$ cat src/lbd_pkg.sv
/*
  package for the lcd blink and display select block: constants, types and the contract list.
  assumes a single 25 MHz clock domain and a frame-boundary strobe from the waveform logic.
*/
//
// Contract
// - blink clock is lcd clock over (mux plus one) times two to (prescale plus two)
// - blink divider is held cleared while blink mode is 00
// - modes 01 or 10 blank at next frame, then show, each half period
// - up to 4-mux, blink memory may serve as second display memory
// - mode 00: select bit chooses memory, change applied at frame boundary
// - mode 11 alternates memories by divider, select reads back displayed memory
// - mode 11 shows segment memory first half, blink memory second half
// - supply source when select 1 and ref 0; pump when select 0 and pump on
// - pump pauses when enable cleared with level nonzero or auto pause bits
// - mux 0000 to 0111 give value plus one commons; static two levels else four
// - up to 4-mux: 01 individual blink, 10 all blink, 00 off
// - 5-mux and above: only 10 blinks all, others leave blinking off
package lbd_pkg;
  localparam int MUX_W        = 4;
  localparam int PRE_W        = 3;
  localparam int DIV_W        = 16;
  localparam int PRE_OFFSET   = 2;
  localparam logic [1:0] MODE_OFF   = 2'h0;
  localparam logic [1:0] MODE_INDIV = 2'h1;
  localparam logic [1:0] MODE_ALL   = 2'h2;
  localparam logic [1:0] MODE_ALT   = 2'h3;
  localparam logic [MUX_W-1:0] MUX_4 = 4'h3;
  localparam logic [MUX_W-1:0] MUX_8 = 4'h7;
  localparam logic [3:0] LEVELS_STATIC = 4'h2;
  localparam logic [3:0] LEVELS_BIAS   = 4'h4;

  typedef enum logic [1:0] {LBD_SRC_NONE, LBD_SRC_SUPPLY, LBD_SRC_PUMP} lbd_src_e;

  typedef struct packed {
    logic [1:0]       blink_mode_select;
    logic [PRE_W-1:0] blink_prescale;
    logic [MUX_W-1:0] mux_select;
    logic             display_memory_select;
  } lbd_cfg_s;

  typedef struct packed {
    logic             supply_source_select;
    logic             reference_enable;
    logic             charge_pump_enable;
    logic [3:0]       lcd_voltage_level;
    logic             auto_pause;
  } lbd_volt_s;
endpackage

$ cat src/lbd_blink_div.sv
/*
  blink divider: counts lcd clock ticks and toggles the blink clock each half period.
  assumes lcd_tick_in is a one-cycle pulse per lcd clock period.
*/
`timescale 1ns/1ps
module lbd_blink_div
#(
  parameter int DIV_W = lbd_pkg::DIV_W
)
(
  input  wire logic             clock_in,     // system clock
  input  wire logic             rstn_in,      // async reset, active low
  input  wire logic             clear_in,     // hold divider cleared
  input  wire logic             lcd_tick_in,  // lcd clock tick
  input  wire logic [DIV_W-1:0] half_in,      // half period in lcd ticks
  output logic                  blink_clock_out, // blink clock level
  output logic                  edge_out      // pulse on each blink clock toggle
);
  logic [DIV_W-1:0] count;
  wire              wrap = lcd_tick_in && (count >= half_in - DIV_W'(1));

  // counter with synchronous hold; hold keeps phase at zero so blinking starts fresh
  always_ff @(posedge clock_in or negedge rstn_in)
  begin
    if (!rstn_in)
    begin
      count           <= '0;
      blink_clock_out <= 1'b0;
      edge_out        <= 1'b0;
    end
    else if (clear_in)
    begin
      count           <= '0;
      blink_clock_out <= 1'b0;
      edge_out        <= 1'b0;
    end
    else
    begin
      edge_out <= wrap;
      if (wrap)
      begin
        count           <= '0;
        blink_clock_out <= ~blink_clock_out;
      end
      else if (lcd_tick_in)
        count <= count + DIV_W'(1);
    end
  end
endmodule

$ cat src/lbd_top.sv
/*
  lcd blink and display select control: blink divider, blink phase, memory select,
  mux decode and voltage source select.
  assumes lcd_tick_in and frame_in are one-cycle pulses synchronous to clock_in.
*/
`timescale 1ns/1ps
module lbd_top
(
  input  wire logic              clock_in,          // 25 MHz system clock
  input  wire logic              rstn_in,           // async reset, active low
  input  wire logic              lcd_tick_in,       // lcd clock tick pulse
  input  wire logic              frame_in,          // frame boundary pulse
  input  wire lbd_pkg::lbd_cfg_s cfg_in,            // blink and display config
  input  wire lbd_pkg::lbd_volt_s volt_in,          // voltage config
  input  wire logic              pause_window_in,   // auto pause period active
  output logic                   blank_sel_out,     // blank enabled segments
  output logic                   blank_all_out,     // blank all segments
  output logic                   show_blink_mem_out, // display memory is blink memory
  output logic                   disp_status_out,   // readback of displayed memory
  output logic                   blink_clock_out,   // blink clock level
  output logic [3:0]             com_lines_out,     // number of common lines
  output logic [3:0]             volt_levels_out,   // number of voltage levels
  output logic                   bias_third_out,    // one-third bias in use
  output logic [1:0]             vsrc_out,          // voltage source, lbd_src_e
  output logic                   pump_run_out       // charge pump running
);
  localparam int DIV_W = lbd_pkg::DIV_W;

  // mux classification used in several places
  function automatic logic low_mux(input logic [lbd_pkg::MUX_W-1:0] m);
    return m <= lbd_pkg::MUX_4;
  endfunction

  wire [1:0] mode     = cfg_in.blink_mode_select;
  wire       is_low   = low_mux(cfg_in.mux_select);
  // in 5-mux and above only all-segment blinking is kept
  wire       run_indv = is_low && (mode == lbd_pkg::MODE_INDIV);
  wire       run_all  = (mode == lbd_pkg::MODE_ALL);
  wire       run_alt  = is_low && (mode == lbd_pkg::MODE_ALT);
  wire       blinking = run_indv || run_all || run_alt;
  wire       dual_ok  = is_low && !run_indv && !run_all;

  // half period = (mux+1) * 2^(pre+2) / 2 lcd ticks
  wire [DIV_W-1:0] mux_p1 = DIV_W'(cfg_in.mux_select) + DIV_W'(1);
  wire [DIV_W-1:0] half   = DIV_W'(mux_p1 << (cfg_in.blink_prescale
                                              + lbd_pkg::PRE_OFFSET - 1));

  logic bclk;
  logic bedge;
  lbd_blink_div #(.DIV_W(DIV_W)) u_div
  (
    .clock_in        (clock_in),
    .rstn_in         (rstn_in),
    .clear_in        (!blinking),
    .lcd_tick_in     (lcd_tick_in),
    .half_in         (half),
    .blink_clock_out (bclk),
    .edge_out        (bedge)
  );

  // pending phase follows divider; first half after entry is blank / segment memory
  logic want_phase;
  wire  next_want = !blinking ? 1'b0 : (bedge ? ~want_phase : want_phase);

  // displayed memory target
  wire next_mem_target = run_alt ? want_phase
                       : (dual_ok && mode == lbd_pkg::MODE_OFF)
                         ? cfg_in.display_memory_select : 1'b0;

  // phase follows the divider every cycle; memory and blank levels only move on the frame strobe so nothing changes mid-frame
  always_ff @(posedge clock_in or negedge rstn_in)
  begin
    if (!rstn_in)
    begin
      want_phase         <= 1'b0;
      show_blink_mem_out <= 1'b0;
      blank_sel_out      <= 1'b0;
      blank_all_out      <= 1'b0;
    end
    else
    begin
      want_phase <= next_want;
      if (frame_in)
      begin
        show_blink_mem_out <= next_mem_target;
        blank_sel_out      <= run_indv && ~next_want;
        blank_all_out      <= run_all && ~next_want;
      end
    end
  end

  // status and static decodes, registered for clean outputs
  wire [3:0] next_com   = (cfg_in.mux_select <= lbd_pkg::MUX_8)
                          ? 4'(cfg_in.mux_select) + 4'h1 : 4'h0;
  wire       is_static  = (cfg_in.mux_select == '0);
  wire [3:0] next_lvl   = is_static ? lbd_pkg::LEVELS_STATIC : lbd_pkg::LEVELS_BIAS;
  wire       sel_supply = volt_in.supply_source_select && !volt_in.reference_enable;
  wire       sel_pump   = !volt_in.supply_source_select && volt_in.charge_pump_enable;
  wire [1:0] next_src   = sel_supply ? 2'(lbd_pkg::LBD_SRC_SUPPLY)
                        : sel_pump   ? 2'(lbd_pkg::LBD_SRC_PUMP)
                        : 2'(lbd_pkg::LBD_SRC_NONE);
  // pausing keeps cap voltage in use; auto pause only gates an enabled pump
  wire       next_pump  = sel_pump && !(volt_in.auto_pause && pause_window_in);

  always_ff @(posedge clock_in or negedge rstn_in)
  begin
    if (!rstn_in)
    begin
      disp_status_out <= 1'b0;
      blink_clock_out <= 1'b0;
      com_lines_out   <= 4'h0;
      volt_levels_out <= 4'h0;
      bias_third_out  <= 1'b0;
      vsrc_out        <= 2'h0;
      pump_run_out    <= 1'b0;
    end
    else
    begin
      disp_status_out <= show_blink_mem_out;
      blink_clock_out <= bclk;
      com_lines_out   <= next_com;
      volt_levels_out <= next_lvl;
      bias_third_out  <= !is_static;
      vsrc_out        <= next_src;
      pump_run_out    <= next_pump;
    end
  end

  // assertions
  property p_div_hold;
    @(posedge clock_in) disable iff (!rstn_in)
      (mode == lbd_pkg::MODE_OFF) |=> (bclk == 1'b0);
  endproperty
  a_div_hold: assert property (p_div_hold) else $error("divider ran in mode 00");

  property p_frame_only;
    @(posedge clock_in) disable iff (!rstn_in)
      !frame_in |=> $stable(show_blink_mem_out) && $stable(blank_all_out);
  endproperty
  a_frame_only: assert property (p_frame_only)
    else $error("display changed mid-frame");

  property p_manual_sel;
    @(posedge clock_in) disable iff (!rstn_in)
      (frame_in && mode == lbd_pkg::MODE_OFF && is_low)
        |=> (show_blink_mem_out == $past(cfg_in.display_memory_select));
  endproperty
  a_manual_sel: assert property (p_manual_sel) else $error("manual select wrong");

  property p_high_mux_no_indiv;
    @(posedge clock_in) disable iff (!rstn_in)
      (frame_in && !is_low) |=> !blank_sel_out && !show_blink_mem_out;
  endproperty
  a_high_mux_no_indiv: assert property (p_high_mux_no_indiv)
    else $error("bad blink >4mux");

  property p_first_blank;
    @(posedge clock_in) disable iff (!rstn_in)
      (frame_in && run_all && !want_phase && !bedge) |=> blank_all_out;
  endproperty
  a_first_blank: assert property (p_first_blank) else $error("no blank after entry");

  property p_status;
    @(posedge clock_in) disable iff (!rstn_in)
      1'b1 |=> (disp_status_out == $past(show_blink_mem_out));
  endproperty
  a_status: assert property (p_status) else $error("status mismatch");

  property p_alt_first;
    @(posedge clock_in) disable iff (!rstn_in)
      (frame_in && run_alt && !want_phase && !bedge) |=> !show_blink_mem_out;
  endproperty
  a_alt_first: assert property (p_alt_first) else $error("alt phase wrong");

  property p_com;
    @(posedge clock_in) disable iff (!rstn_in)
      (cfg_in.mux_select == 4'h3) |=> (com_lines_out == 4'h4);
  endproperty
  a_com: assert property (p_com) else $error("com decode wrong");

  property p_src;
    @(posedge clock_in) disable iff (!rstn_in)
      (volt_in.supply_source_select && !volt_in.reference_enable)
        |=> (vsrc_out == 2'(lbd_pkg::LBD_SRC_SUPPLY));
  endproperty
  a_src: assert property (p_src) else $error("supply select wrong");

  property p_pause;
    @(posedge clock_in) disable iff (!rstn_in)
      !volt_in.charge_pump_enable |=> !pump_run_out;
  endproperty
  a_pause: assert property (p_pause) else $error("pump not paused");

  // blank levels follow the phase only at a frame; a missed edge would slip half a period
  property p_frame_only_sel;
    @(posedge clock_in) disable iff (!rstn_in)
      !frame_in |=> $stable(blank_sel_out);
  endproperty
  a_frame_only_sel: assert property (p_frame_only_sel)
    else $error("select blank changed mid-frame");

  property p_indiv_first;
    @(posedge clock_in) disable iff (!rstn_in)
      (frame_in && run_indv && !want_phase && !bedge) |=> blank_sel_out;
  endproperty
  a_indiv_first: assert property (p_indiv_first)
    else $error("selected segments not blanked");

  property p_indiv_show;
    @(posedge clock_in) disable iff (!rstn_in)
      (frame_in && run_indv && want_phase && !bedge) |=> !blank_sel_out;
  endproperty
  a_indiv_show: assert property (p_indiv_show)
    else $error("selected segments not shown");

  property p_all_show;
    @(posedge clock_in) disable iff (!rstn_in)
      (frame_in && run_all && want_phase && !bedge) |=> !blank_all_out;
  endproperty
  a_all_show: assert property (p_all_show)
    else $error("all segments not shown");

  property p_no_blink_off;
    @(posedge clock_in) disable iff (!rstn_in)
      (frame_in && mode == lbd_pkg::MODE_OFF) |=> !blank_sel_out && !blank_all_out;
  endproperty
  a_no_blink_off: assert property (p_no_blink_off)
    else $error("blank while blinking off");

  // high mux keeps only all-segment blinking; blink memory never shows while segments blink
  property p_high_all;
    @(posedge clock_in) disable iff (!rstn_in)
      (frame_in && !is_low && mode == lbd_pkg::MODE_ALL && !want_phase && !bedge)
        |=> blank_all_out;
  endproperty
  a_high_all: assert property (p_high_all)
    else $error("all blink lost above 4-mux");

  property p_high_alt_off;
    @(posedge clock_in) disable iff (!rstn_in)
      (frame_in && !is_low && mode == lbd_pkg::MODE_ALT)
        |=> !show_blink_mem_out && !blank_all_out;
  endproperty
  a_high_alt_off: assert property (p_high_alt_off)
    else $error("alternation above 4-mux");

  property p_blink_hides_bm;
    @(posedge clock_in) disable iff (!rstn_in)
      (frame_in && (run_indv || run_all)) |=> !show_blink_mem_out;
  endproperty
  a_blink_hides_bm: assert property (p_blink_hides_bm)
    else $error("blink memory shown while blinking");

  property p_alt_second;
    @(posedge clock_in) disable iff (!rstn_in)
      (frame_in && run_alt && want_phase && !bedge) |=> show_blink_mem_out;
  endproperty
  a_alt_second: assert property (p_alt_second)
    else $error("second half not blink memory");

  // divider: toggles only after a tick, holds otherwise, phase cleared while idle
  property p_phase_clear;
    @(posedge clock_in) disable iff (!rstn_in)
      !blinking |=> !want_phase;
  endproperty
  a_phase_clear: assert property (p_phase_clear)
    else $error("phase kept while idle");

  property p_tick_edge;
    @(posedge clock_in) disable iff (!rstn_in)
      bedge |-> $past(lcd_tick_in);
  endproperty
  a_tick_edge: assert property (p_tick_edge)
    else $error("blink edge without lcd tick");

  property p_bclk_toggle;
    @(posedge clock_in) disable iff (!rstn_in)
      bedge |-> (bclk != $past(bclk));
  endproperty
  a_bclk_toggle: assert property (p_bclk_toggle)
    else $error("blink clock did not toggle");

  property p_bclk_hold;
    @(posedge clock_in) disable iff (!rstn_in)
      (!bedge && $past(blinking)) |-> $stable(bclk);
  endproperty
  a_bclk_hold: assert property (p_bclk_hold)
    else $error("blink clock moved without edge");

  // static decodes and voltage source
  property p_static_lvl;
    @(posedge clock_in) disable iff (!rstn_in)
      (cfg_in.mux_select == '0) |=> (volt_levels_out == lbd_pkg::LEVELS_STATIC) && !bias_third_out;
  endproperty
  a_static_lvl: assert property (p_static_lvl)
    else $error("static levels wrong");

  property p_bias_lvl;
    @(posedge clock_in) disable iff (!rstn_in)
      (cfg_in.mux_select != '0) |=> (volt_levels_out == lbd_pkg::LEVELS_BIAS) && bias_third_out;
  endproperty
  a_bias_lvl: assert property (p_bias_lvl)
    else $error("bias levels wrong");

  property p_pump_src;
    @(posedge clock_in) disable iff (!rstn_in)
      (!volt_in.supply_source_select && volt_in.charge_pump_enable)
        |=> (vsrc_out == 2'(lbd_pkg::LBD_SRC_PUMP));
  endproperty
  a_pump_src: assert property (p_pump_src)
    else $error("pump select wrong");

  property p_auto_pause;
    @(posedge clock_in) disable iff (!rstn_in)
      (volt_in.auto_pause && pause_window_in) |=> !pump_run_out;
  endproperty
  a_auto_pause: assert property (p_auto_pause)
    else $error("pump ran in pause window");

  c_blink_all: cover property (@(posedge clock_in) disable iff (!rstn_in)
                               run_all && blank_all_out ##[1:1000] !blank_all_out);
  c_alt: cover property (@(posedge clock_in) disable iff (!rstn_in)
                         run_alt && show_blink_mem_out);
  c_indiv: cover property (@(posedge clock_in) disable iff (!rstn_in) blank_sel_out);
  c_manual: cover property (@(posedge clock_in) disable iff (!rstn_in)
                            mode == lbd_pkg::MODE_OFF && show_blink_mem_out);
  c_pause: cover property (@(posedge clock_in) disable iff (!rstn_in)
                           volt_in.charge_pump_enable && !pump_run_out);
endmodule

$ cat config.mk
export PLATFORM = sky130hd
export DESIGN_NAME = lbd_top
export DESIGN_NICKNAME = d
export VERILOG_FILES = /design/src/lbd_pkg.sv /design/src/lbd_blink_div.sv /design/src/lbd_top.sv
export SDC_FILE = /design/constraint.sdc
export NUM_CORES = 1
export LEC_CHECK = 0
export ABC_AREA = 1
export BUFFER_PORTS_ARGS = -buffer_cell sky130_fd_sc_hd__clkbuf_2
export CAP_MARGIN = 30
export CORE_UTILIZATION = 55
export CTS_BUF_LIST = sky130_fd_sc_hd__clkbuf_16
export DETAILED_ROUTE_END_ITERATION = 7
export MAX_ROUTING_LAYER = met4
export PLACE_DENSITY_LB_ADDON = 0.12
export REMOVE_ABC_BUFFERS = 1
export SKIP_CTS_REPAIR_TIMING = 1
export SLEW_MARGIN = 20
export SYNTH_ARGS = -nofsm -noshare
export SYNTH_HDL_FRONTEND = slang
export SYNTH_SLANG_ARGS = --single-unit
export TNS_END_PERCENT = 10
$ cat constraint.sdc
create_clock -name clock_in -period 4.3 [get_ports clock_in]
set_input_delay 0.86 -clock clock_in [delete_from_list [all_inputs] [get_ports clock_in]]
set_output_delay 0.86 -clock clock_in [all_outputs]
set_load 0.005 [all_outputs]
After elaboration in Yosys (flattened, before gate mapping)

Cells that the tools add are included.

Register bits after elaboration: 35
Output and inout bits: 17

Bitwise gates (word level): 3
Magnitude comparators: 3
Reduce and logical (&&, ||, !) cells: 22
Equality and inequality tests: 5
Shift-type cells: 1
Add/sub/neg operators: 6
Mux-type cells: 14

Operators with widths:

| cell                                                                             | number |
|---|---|
| 16-bit two-way mux                                                               | 3 |
| 5-bit by 32-bit << shifter with 16-bit output                                    | 1 |
| 16-bit by 1-bit adder with 16-bit output, second input constant                  | 1 |
| 16-bit greater-or-equal comparator                                               | 1 |
| 16-bit by 1-bit subtractor with 16-bit output, second input constant             | 1 |
| 1-bit logical AND                                                                | 12 |
| 1-bit two-way mux                                                                | 7 |
| 1-bit logical NOT                                                                | 6 |
| 4-bit by 1-bit adder with 5-bit output, second input constant                    | 1 |
| 4-bit by 1-bit subtractor with 5-bit output, second input constant               | 1 |
| 3-bit by 2-bit adder with 4-bit output, second input constant                    | 1 |
| 4-bit by 1-bit adder with 4-bit output, second input constant                    | 1 |
| 2-bit equality test, second input constant                                       | 2 |
| 4-bit by 2-bit less-or-equal comparator with 1-bit output, second input constant | 1 |
| 4-bit by 3-bit less-or-equal comparator with 1-bit output, second input constant | 1 |
| 4-bit logical NOT                                                                | 1 |
| 2-bit two-way mux                                                                | 2 |
| 4-bit two-way mux                                                                | 1 |
| 3-bit two-way mux                                                                | 1 |
| 3-bit by 2-bit inequality test with 1-bit output, second input constant          | 1 |
| 1-bit inverter                                                                   | 3 |
| 2-bit by 1-bit equality test with 1-bit output, second input constant            | 1 |
| 2-bit logical NOT                                                                | 1 |
| 1-bit logical OR                                                                 | 2 |
| 2-bit by 1-bit inequality test with 1-bit output, second input constant          | 1 |

Logic depth before layout (Yosys ltp)

Gate-level depths: netlist of run 1.

Word-level depth: 8
Mapped depth: 25

By module

Synthesis of run 1 repeated with hierarchy kept, for this count alone.

Cells, all modules: 373
Area, all modules: 2716.4 um^2

By module, submodules not included:

| module        | times used | cells each | area each (um^2) | seq. area each (um^2) |
|---|---|---|---|---|
| lbd_blink_div | 1          | 227        | 1630.3           | 450.4 |
| lbd_top       | 1          | 146        | 1086.0           | 375.4 |

Worst setup path after synthesis of run 1

Ideal clock, no wire load.

Kind: input to register
From: input port cfg_in[1] in the netlist's numbering
To: register u_div.count[13]
Cell stages on the path: 25
Path slack: 708 ps
Required time: 4179 ps
Library setup time: 121 ps
Data arrival time: 3471 ps
Cell sequence: inv_1 > ha_1 > nand2_1 > o21ai_1 > nand2_1 > nor2_1 > nand2_1 > ha_1 > nand2_1 > inv_2 > nand2_1 > nor2_4 > nand3_2 > nand2_1 > nand2_1 > inv_1 > ha_1 > nand4_1 > nor3_1 > nand2_1 > nand3_1 > nand2_1 > nand2_1 > buf_2 > nor2_1

Word-level cells in the longest chain between the ends: 7
Elaborated cells on any way between the ends: 13

RTL lines:

| what                                          | RTL line            | RTL |
|---|---|---|
| start, declared                               | lbd_top.sv:13       | `input wire lbd_pkg::lbd_cfg_s cfg_in,` |
| 4-bit by 1-bit adder with 5-bit output        | lbd_top.sv:44       | `wire [DIV_W-1:0] mux_p1 = DIV_W'(cfg_in.mux_select) + DIV_W'(1);` |
| 5-bit by 32-bit << shifter with 16-bit output | lbd_top.sv:45       | `wire [DIV_W-1:0] half = DIV_W'(mux_p1 << (cfg_in.blink_prescale` |
| 16-bit by 1-bit subtractor with 16-bit output | lbd_blink_div.sv:20 | `wire wrap = lcd_tick_in && (count >= half_in - DIV_W'(1));` |
| 16-bit greater-or-equal comparator            | lbd_blink_div.sv:20 |  |
| 1-bit logical AND                             | lbd_blink_div.sv:20 |  |
| 16-bit two-way mux                            | lbd_blink_div.sv:40 | `if (wrap)` |
| 16-bit two-way mux                            | lbd_blink_div.sv:31 | `else if (clear_in)` |
| end signal, assigned                          | lbd_blink_div.sv:46 | `count <= count + DIV_W'(1);` |
| end, declared                                 | lbd_blink_div.sv:19 | `logic [DIV_W-1:0] count;` |

Parallel ways exist; a longest one is shown, timed or not.
A chain may end at the register's enable or synchronous reset.

Final worst setup path of run 1

From: input port cfg_in[1] in the netlist's numbering
To: register u_div.count[14]

The elaborated chain is that of the path after synthesis.

==> out/metrics.cfg, run 1 <==
[timing]
finalSetupViolations = 0
finalSetupTns_ns = 0
max_freq_mhz = 254
final_setup_skew_ns = 0.00794
finalMaxSlewViolations = 0
post-route-min-period_ns = 3.94
post-route-period-util = 0.917
worst_rel_slew_slack = 0.471
final-hold-violation-count = 0
worst_pin_slew_ns = 0.794

[placed_design]
postPlaceCellArea_um2 = 3070
dp_hpwl_um = 4600
io_buffer_count = 33
place_congestion = 0.896
number_of_cells_in_the_design_after_placement = 470

[route]
drt-total-wl_um = 5690
postRouteAntennaNets = 0
dr_iter_0_viols = 109
via_count = 2435
drt_pass1_iterations = 4
drcViolationCount = 0
post_drt_wl_per_cell_um = 11.9
vias_per_cell = 5.09

[logic_synthesis]
async_flop_share = 1.00
syn_area_um2 = 2840
synthDistinctLibCells = 42
synthesis.instances = 372
synth_enable_flop_cells = 0
synthesis.area_per_instance_um2 = 7.65
synth.yosys.seq_area_share = 0.290
synthTopCellsByArea = dfrtp_1 (29%), nand2_1 (10%), ha_1 (9.2%)
synth_largest_area_cell = dfrtp_1
ys.warnings.count = 0
postSynth.topFlopCell = dfrtp_1
synth.top_cell.area_share = 0.290
synth.ff_latch_count = 33

[setup_path]
critical-path-slowest-cell = ha_1
worst_ep_required_time_ns = 4.49
path_common_cell = nand2_1
cpLargestDelayFamily = simple AND/OR/NAND/NOR gates
critical_path_peak_fanout = 9
critPathKind = in2reg
crit_path_cell_trace = clkbuf_2 > inv_1 > ha_1 > nand2_1 > o21ai_1 > nand2_1 > nor2_2 > nand2_1 > ha_1 > nand2_1 > inv_2 > nand2_1 > nor2_4 > nand2_2 > xor2_2 > ha_1 > nand2_1 > o21ai_0 > a21oi_1 > nand3_1 > nand2_1 > nand2_1 > buf_4 > a21oi_1
path_buf_inv = 4
slowest_delay_ns = 0.32
startpoint_type = input port
cp_data_arrival_time_ns = 4.13
critical_path.endpoint_type = register

[global_route]
first_pass_grt_wire_length_um = 10100
grt.met3_usage = 0.0384
number_of_antenna_violations_at_the_first_check_in_global_routing = 0
grtUsageMet2 = 0.417
grt_max_degree = 34
grtUsageTotal = 0.250
global_route.usage.met1 = 0.300
grt_pass1_vias = 2329
grt_remaining_overflow = 0
grt_most_used_layer = met2

[power_and_ir_drop]
power_leakage_nw = 1.67
totalPowerFinal_mw = 0.944
power.density_nw_per_um2 = 293
irDropWorstVdd_mv = 0.178

[die]
floorplan.die.width_um = 73.9
num_rows = 25
die_height_um = 73.9
fp.coreArea_um2 = 4850
start_util = 0.587
total_die_area_um2 = 5460
pin_count = 40

[finish]
area_growth_synth_to_finish_pct = 13.2
layout.cells.non_filler = 478
antenna-diode-count = 0
drive_gt1_frac = 0.246
finish.instance_area_um2 = 3220
final_nets = 454

[clock_network]
cts.sink_count = 33
clkSlewWorstSetupHoldPaths_ns = 0.05
clk_path_buf_depth = 2
worst_skew_pair.late_latency_ns = 0.28
tritoncts.num_buffers = 5
h-tree-depth = 2
tritoncts = done
clock-root-buffer = clkbuf_16

[job]
max_cap_violations = 0

[min_path]
hp-class = reg2reg

[run_status]
run_status = finished clean

## through the flow
stage / hold WS (ns) / setup slack [ns] / utilization
global placement: 0.386 / 0.150 / 0.634
detailed placement: 0.398 / 0.0509 / 0.634
global route: 0.429 / -0.0296 / 0.664
CTS: 0.409 / 0.334 / 0.662
floorplan: 0.375 / 0.262 / -
finish: 0.404 / 0.357 / 0.664
## cell usage after synthesis, types with 2 or more instances
master and instances:
nor2_4 5, o21a_1 2, a21oi_1 12, or2_1 2, inv_2 8, nor2_2 5
xor2_1 5, inv_1 42, nand2_1 78, o21ai_1 4, nand3_4 3, ha_1 21
nand3_2 14, nand3_1 33, buf_2 2, buf_4 4, nor3_1 5, buf_6 2
nand4_1 14, xnor2_1 10, nand2_4 2, clkinv_2 2, nand2_2 8, o21ai_0 6
nor2_1 33, nand4_2 2, dfrtp_1 33
## cell usage in the layout (no fill, tap or decap), drive strengths merged, types with 13 or more instances in the layout
cell type	instances
a21oi	13
dfrtp	33
nand2	88
clkbuf	38
nor2	44
ha	21
nand3	50
nand4	17
inv	50
## final cells by class
| cell class | instances | area, µm² |
|---|---|---|
| clock buffer | 5 | 125 |
| clock inverter | 3 | 12.5 |
| fill | 434 | 1630 |
| inverter | 52 | 198 |
| multi-input combinational | 280 | 1770 |
| sequential | 33 | 826 |
| tap | 67 | 83.8 |
| timing repair buffer | 38 | 203 |
## power by group
part / internal [mW] / total [mW] / switching, mW / leakage, nW
clock network: 0.209 / 0.330 / 0.122 / 0.0687
logic: 0.104 / 0.292 / 0.188 / 1.16
registers: 0.319 / 0.322 / 0.00313 / 0.447
total: 0.631 / 0.944 / 0.313 / 1.67
## per-layer routing
metal | part of all wire | vias to the layer above
li1 | - | 1287
met1 | 0.49 | 1099
met2 | 0.48 | 41
met3 | 0.021 | 8
met4 | 0.015 | 0
met5 | 0 | -
## path summary, 6_finish.rpt
path                                    start               to  slack [ns]  depth (start not counted)
max                                 cfg_in[1]  u_div.count[14]        0.36                         24
min                        show_blink_mem_out  disp_status_out        0.40                          0
max reg2reg                    u_div.count[7]  u_div.count[14]        2.29                         10
min reg2reg                show_blink_mem_out  disp_status_out        0.40                          0
max in group asynchronous             rstn_in      vsrc_out[1]        3.14                          1
min in group asynchronous             rstn_in   u_div.count[4]        0.66                          1
## registers in the layout (all words and copies together) (netlist names)
signal,cells
u_div.count,16
u_div.edge_out,1
vsrc_out,2
show_blink_mem_out,1
u_div.blink_clock_out,1
blink_clock_out,1
pump_run_out,1
want_phase,1
blank_all_out,1
com_lines_out,4
blank_sel_out,1
volt_levels_out,2
disp_status_out,1
## logic make-up after synthesis
logic type | after synthesis | share of synthesized area
simple gates | 210 | 0.407
buf+inv | 60 | 0.0915
flops | 33 | 0.290
compound gates | 31 | 0.0656
fa+ha+maj | 21 | 0.0924
xor+xnor | 16 | 0.0519
other cells | 1 | 0.00132
Note: power is estimated with default switching activity, not from simulation.
==> run 2: changes to the inputs <==
Settings changed: CORE_UTILIZATION 55 to 35.
==> run 2 against run 1 <==
Combinational power barely moved. Via count rose by 0.99%. Global-route usage fell by 9.2 points. Sequential cell count did not move. Clock power rose by 22%. Design area rose by 2.5%. Register-to-register slack improved by 0.05 ns. Power rose by 7.6%. Cell count rose by 7.3%. First-iteration DRC count fell by 45%. Clock-buffer cell count did not move.
==> out/metrics.cfg, run 2 (synthesized netlist as in run 1, its figures left out) <==
[route]
route.top_layer_used = met4
drt-total-wl_um = 5770
drt_pass1_iterations = 4
vias_per_cell = 4.79
detailroute.wirelength.met3_um = 149
met1_length_um = 2790
drcViolationCount = 0
routed-wl-met2_um = 2760
postRouteAntennaNets = 0
dr_iter_0_viols = 60
via_count = 2459
post_drt_wl_per_cell_um = 11.2

[min_path]
hp-class = reg2reg

[clock_network]
clkSlewWorstSetupHoldPaths_ns = 0.05
tritoncts.num_buffers = 5
worst_skew_pair.late_latency_ns = 0.28
tritoncts = done
cts.sink_count = 33
clk_path_buf_depth = 2
clock-root-buffer = clkbuf_16
h-tree-depth = 2

[power_and_ir_drop]
power_leakage_nw = 1.69
totalPowerFinal_mw = 1.02
irDropWorstVdd_mv = 0.131
power.density_nw_per_um2 = 308

[timing]
post-route-period-util = 0.897
final-hold-violation-count = 0
finalMaxSlewViolations = 0
post-route-min-period_ns = 3.86
final_setup_skew_ns = 0.00156
worst_rel_slew_slack = 0.453
setup_repair_after_global_routing_missed_its_margin = false
finalSetupTns_ns = 0
finalSetupViolations = 0
max_freq_mhz = 259
worst_pin_slew_ns = 0.821

[finish]
final_nets = 454
antenna-diode-count = 0
layout_common_cells = nand2_1 (78), inv_1 (42)
final_common_cell = nand2_1
largest_register_ffs = 16
largest_register = u_div.count
area_growth_synth_to_finish_pct = 16.0
drive_gt1_frac = 0.246
largest_registers = u_div.count: 16 flops, com_lines_out: 4 flops

[die]
pin_count = 40
fp.coreArea_um2 = 7810
total_die_area_um2 = 8490
die_height_um = 92.1
floorplan.die.width_um = 92.1
num_rows = 32
start_util = 0.364

[setup_path]
critical_path_peak_fanout = 14
path_buf_inv = 4
crit_path_cell_trace = clkbuf_2 > inv_1 > ha_1 > nand2_1 > o21ai_1 > nand2_1 > nor2_1 > nand2_1 > ha_1 > nand2_1 > inv_2 > nand2_1 > nor2_4 > nand2_2 > xor2_1 > ha_1 > nand2_1 > o21ai_0 > a21oi_1 > nand3_1 > nand2_1 > nand2_1 > buf_12 > a211oi_1
critPathKind = in2reg
path_common_cell = nand2_1
critical_path.endpoint_type = register
critical-path-slowest-cell = ha_1
startpoint_type = input port
worst_ep_required_time_ns = 4.49
cp_data_arrival_time_ns = 4.04
slowest_delay_ns = 0.30
cpLargestDelayFamily = simple AND/OR/NAND/NOR gates

[global_route]
grt_remaining_overflow = 0
grtUsageTotal = 0.158
first_pass_grt_wire_length_um = 10500
grt_pass1_vias = 2332
grt_max_degree = 34
number_of_antenna_violations_at_the_first_check_in_global_routing = 0

[placed_design]
io_buffer_count = 33
dp_hpwl_um = 4770
place_congestion = 0.816

[job]
max_cap_violations = 0

[run_status]
run_status = finished clean

-- run 2: cell type report --
| type | instances | area (µm²) |
|---|---|---|
| fillers | 817 | 4510 |
| multi-input cells | 280 | 1760 |
| flip-flops and latches | 33 | 826 |
| repair buffers | 38 | 215 |
| inverters | 52 | 198 |
| well taps | 102 | 128 |
| clock buffers | 5 | 125 |
| clock inverters | 3 | 46.3 |
-- run 2: report_power, final --
| part | internal, mW | switching (mW) | total, mW |
|---|---|---|---|
| Sequential | 0.318 | 0.00318 | 0.322 |
| Clock | 0.274 | 0.130 | 0.404 |
| Combinational | 0.104 | 0.186 | 0.291 |
-- run 2: path summary, 6_finish.rpt --
| check | startpoint | to | slack (ns) | depth (start not counted) |
|---|---|---|---|---|
| worst min-delay path | u_div.blink_clock_out | blink_clock_out | 0.40 | 0 |
| max in group asynchronous | rstn_in | u_div.count[11] | 3.11 | 1 |
| worst min register to register | u_div.blink_clock_out | blink_clock_out | 0.40 | 0 |
| worst max register to register | u_div.count[9] | u_div.count[8] | 2.34 | 9 |
| worst max-delay path | cfg_in[2] | u_div.count[8] | 0.44 | 24 |
| min in group asynchronous | rstn_in | blank_sel_out | 0.67 | 1 |
-- run 2: metal layers --
metal / GRT usage / vias to the layer above
met5: - / -
li1: - / 1292
met2: 0.262 / 38
met1: 0.198 / 1121
met3: 0.0191 / 8
met4: 0.0547 / 0
-- run 2: stage by stage --
stage	hold slack (ns)	util	setup WS, ns	cell area, µm²	std cells
2_1_floorplan	0.375	-	0.262	2790	365
3_5_place_dp	0.396	0.401	0.113	3130	505
4_1_cts	0.408	0.423	0.386	3300	513
6_report	0.401	0.423	0.444	3300	513
3_3_place_gp	0.389	0.401	0.151	3130	505
5_1_grt	0.433	0.423	0.00840	3300	513
==> run 3: changes to the inputs <==
Clock period 4.3 ns to 4.03 ns, I/O delays scaled along.
==> run 3 against run 2 <==
Clock-buffer cell count is the same. Core utilization grew 0.58 points. Non-clock buffer count increased by 8. Clock skew grew 0.0026 ns.
==> out/metrics.cfg, run 3 (synthesized netlist as in run 1, its figures left out) <==
[route]
drcViolationCount = 0
vias_per_cell = 4.68
postRouteAntennaNets = 0
drt_pass1_iterations = 4
drt-total-wl_um = 5930
via_count = 2432
post_drt_wl_per_cell_um = 11.4
dr_iter_0_viols = 89

[die]
start_util = 0.364
total_die_area_um2 = 8490
num_rows = 32
die_height_um = 92.1
fp.coreArea_um2 = 7810
floorplan.die.width_um = 92.1
pin_count = 40

[clock_network]
clock-root-buffer = clkbuf_16
tritoncts.num_buffers = 5
tritoncts = done
clk_path_buf_depth = 2
cts.sink_count = 33
h-tree-depth = 2
worst_skew_pair.late_latency_ns = 0.27
clkSlewWorstSetupHoldPaths_ns = 0.05

[timing]
post-route-min-period_ns = 3.64
finalMaxSlewViolations = 0
worst_rel_slew_slack = 0.459
final_setup_skew_ns = 0.00418
post-route-period-util = 0.904
fin_hold_ws_ns = 0.408
finalSetupTns_ns = 0
worst_pin_slew_ns = 0.811
finalSetupViolations = 0
max_freq_mhz = 274
final-hold-violation-count = 0
setup_repair_after_global_routing_missed_its_margin = false

[power_and_ir_drop]
irDropWorstVdd_mv = 0.139
power_leakage_nw = 1.72
power.density_nw_per_um2 = 303
share_comb_of_total_power = 0.322
netSwitchingFraction = 0.327
totalPowerFinal_mw = 1.01
internal-power_mw = 0.682
p_seq_frac = 0.339
switching_power_mw = 0.332
fraction_of_power_consumed_by_the_clock_network = 0.339

[setup_path]
timing.rr.end = u_div.count[8]
rrSetupSlack_ns = 2.05
critical_path.endpoint_type = register
cp_data_arrival_time_ns = 3.82
critical_path_peak_fanout = 14
critPathKind = in2reg
worst_r2r_startpoint = u_div.count[9]
path_depth_of_the_worst_reg2reg_path = 9
worst_ep_required_time_ns = 4.21
startpoint_type = input port

[global_route]
grt_max_degree = 34
first_pass_grt_wire_length_um = 10800
number_of_antenna_violations_at_the_first_check_in_global_routing = 0
grtUsageTotal = 0.160
grt_remaining_overflow = 0
grt_pass1_vias = 2387

[finish]
drive_gt1_frac = 0.266
layout_common_cells = nand2_1 (77), inv_1 (43), dfrtp_1 (33), clkbuf_2 (33), nand3_1 (32)
largest_registers = u_div.count: 16 flops, com_lines_out: 4 flops
final_nets = 462
largest_register = u_div.count
antenna-diode-count = 0
final_util = 0.428
largest_register_ffs = 16
area_growth_synth_to_finish_pct = 17.6
final_common_cell = nand2_1

[job]
max_cap_violations = 0

[min_path]
worst_hold_path.num_cells = 0
worstHoldEndpoint = blink_clock_out
holdCritStartpoint = u_div.blink_clock_out
hp-class = reg2reg

[placed_design]
place_congestion = 0.826
io_buffer_count = 33
dp_hpwl_um = 4830

[run_status]
run_status = finished clean

-- run 3: worst max path at each step --
stage,slack (ns),depth (start not counted),startpoint,endpoint
after floorplan,0.05,23,cfg_in[5],u_div.blink_clock_out
after global placement,0.04,24,cfg_in[1],u_div.count[8]
after detailed placement,0.05,26,cfg_in[1],u_div.count[8]
after CTS,0.28,24,cfg_in[1],u_div.count[8]
after global routing,0.04,24,cfg_in[1],u_div.count[8]
final,0.39,24,cfg_in[1],u_div.count[8]
-- run 3: per-stage QoR --
stage	cell area (µm²)	setup slack (ns)	cells
floorplan	2790	0.0465	365
global placement	3190	0.0447	513
detailed placement	3190	0.0472	513
CTS	3320	0.275	520
global route	3340	0.0351	520
finish	3340	0.386	520
-- run 3: final cells by class --
cell class              count  area [µm²]
clock inverters             2        7.51
inverters                  52         198
multi-input cells         280        1790
flip-flops and latches     33         826
repair buffers             46         275
well taps                 102         128
clock buffers               5         125
fillers                   821        4460
-- run 3: worst max-delay path, stage by stage --
cell	delay, ns
clkbuf_2	0.09
buf_4	0.15
ha_1	0.24
inv_1	0.08
nand2_2	0.07
nand3_1	0.09
nand3_1	0.15
nand3_1	0.13
nand2_1	0.05
nand2_1	0.13
nand2_1	0.10
nor2_2	0.12
nand3_1	0.08
nand2_1	0.07
nand2_1	0.08
ha_1	0.31
a21oi_1	0.13
o21ai_0	0.09
a21oi_1	0.17
nand3_1	0.12
nand2_1	0.10
nand2_2	0.09
buf_12	0.16
a211oi_1	0.18
-- run 3: layer usage --
| layer | global-route usage | vias to the layer above | routed length [µm] |
|---|---|---|---|
| met1 | 0.206 | 1091 | 2930 |
| met4 | 0.0521 | 0 | 104 |
| met5 | - | - | 0 |
| met3 | 0.0174 | 9 | 109 |
| met2 | 0.264 | 26 | 2790 |
| li1 | - | 1306 | - |
-- run 3: power groups by stage --
stage	Combinational (mW)	Clock [mW]	Sequential, mW
2_1_floorplan	0.229	0	0.350
3_3_place_gp	0.321	0	0.349
3_5_place_dp	0.325	0	0.349
4_1_cts	0.327	0.350	0.343
5_1_grt	0.373	0.365	0.344
6_report	0.326	0.344	0.343
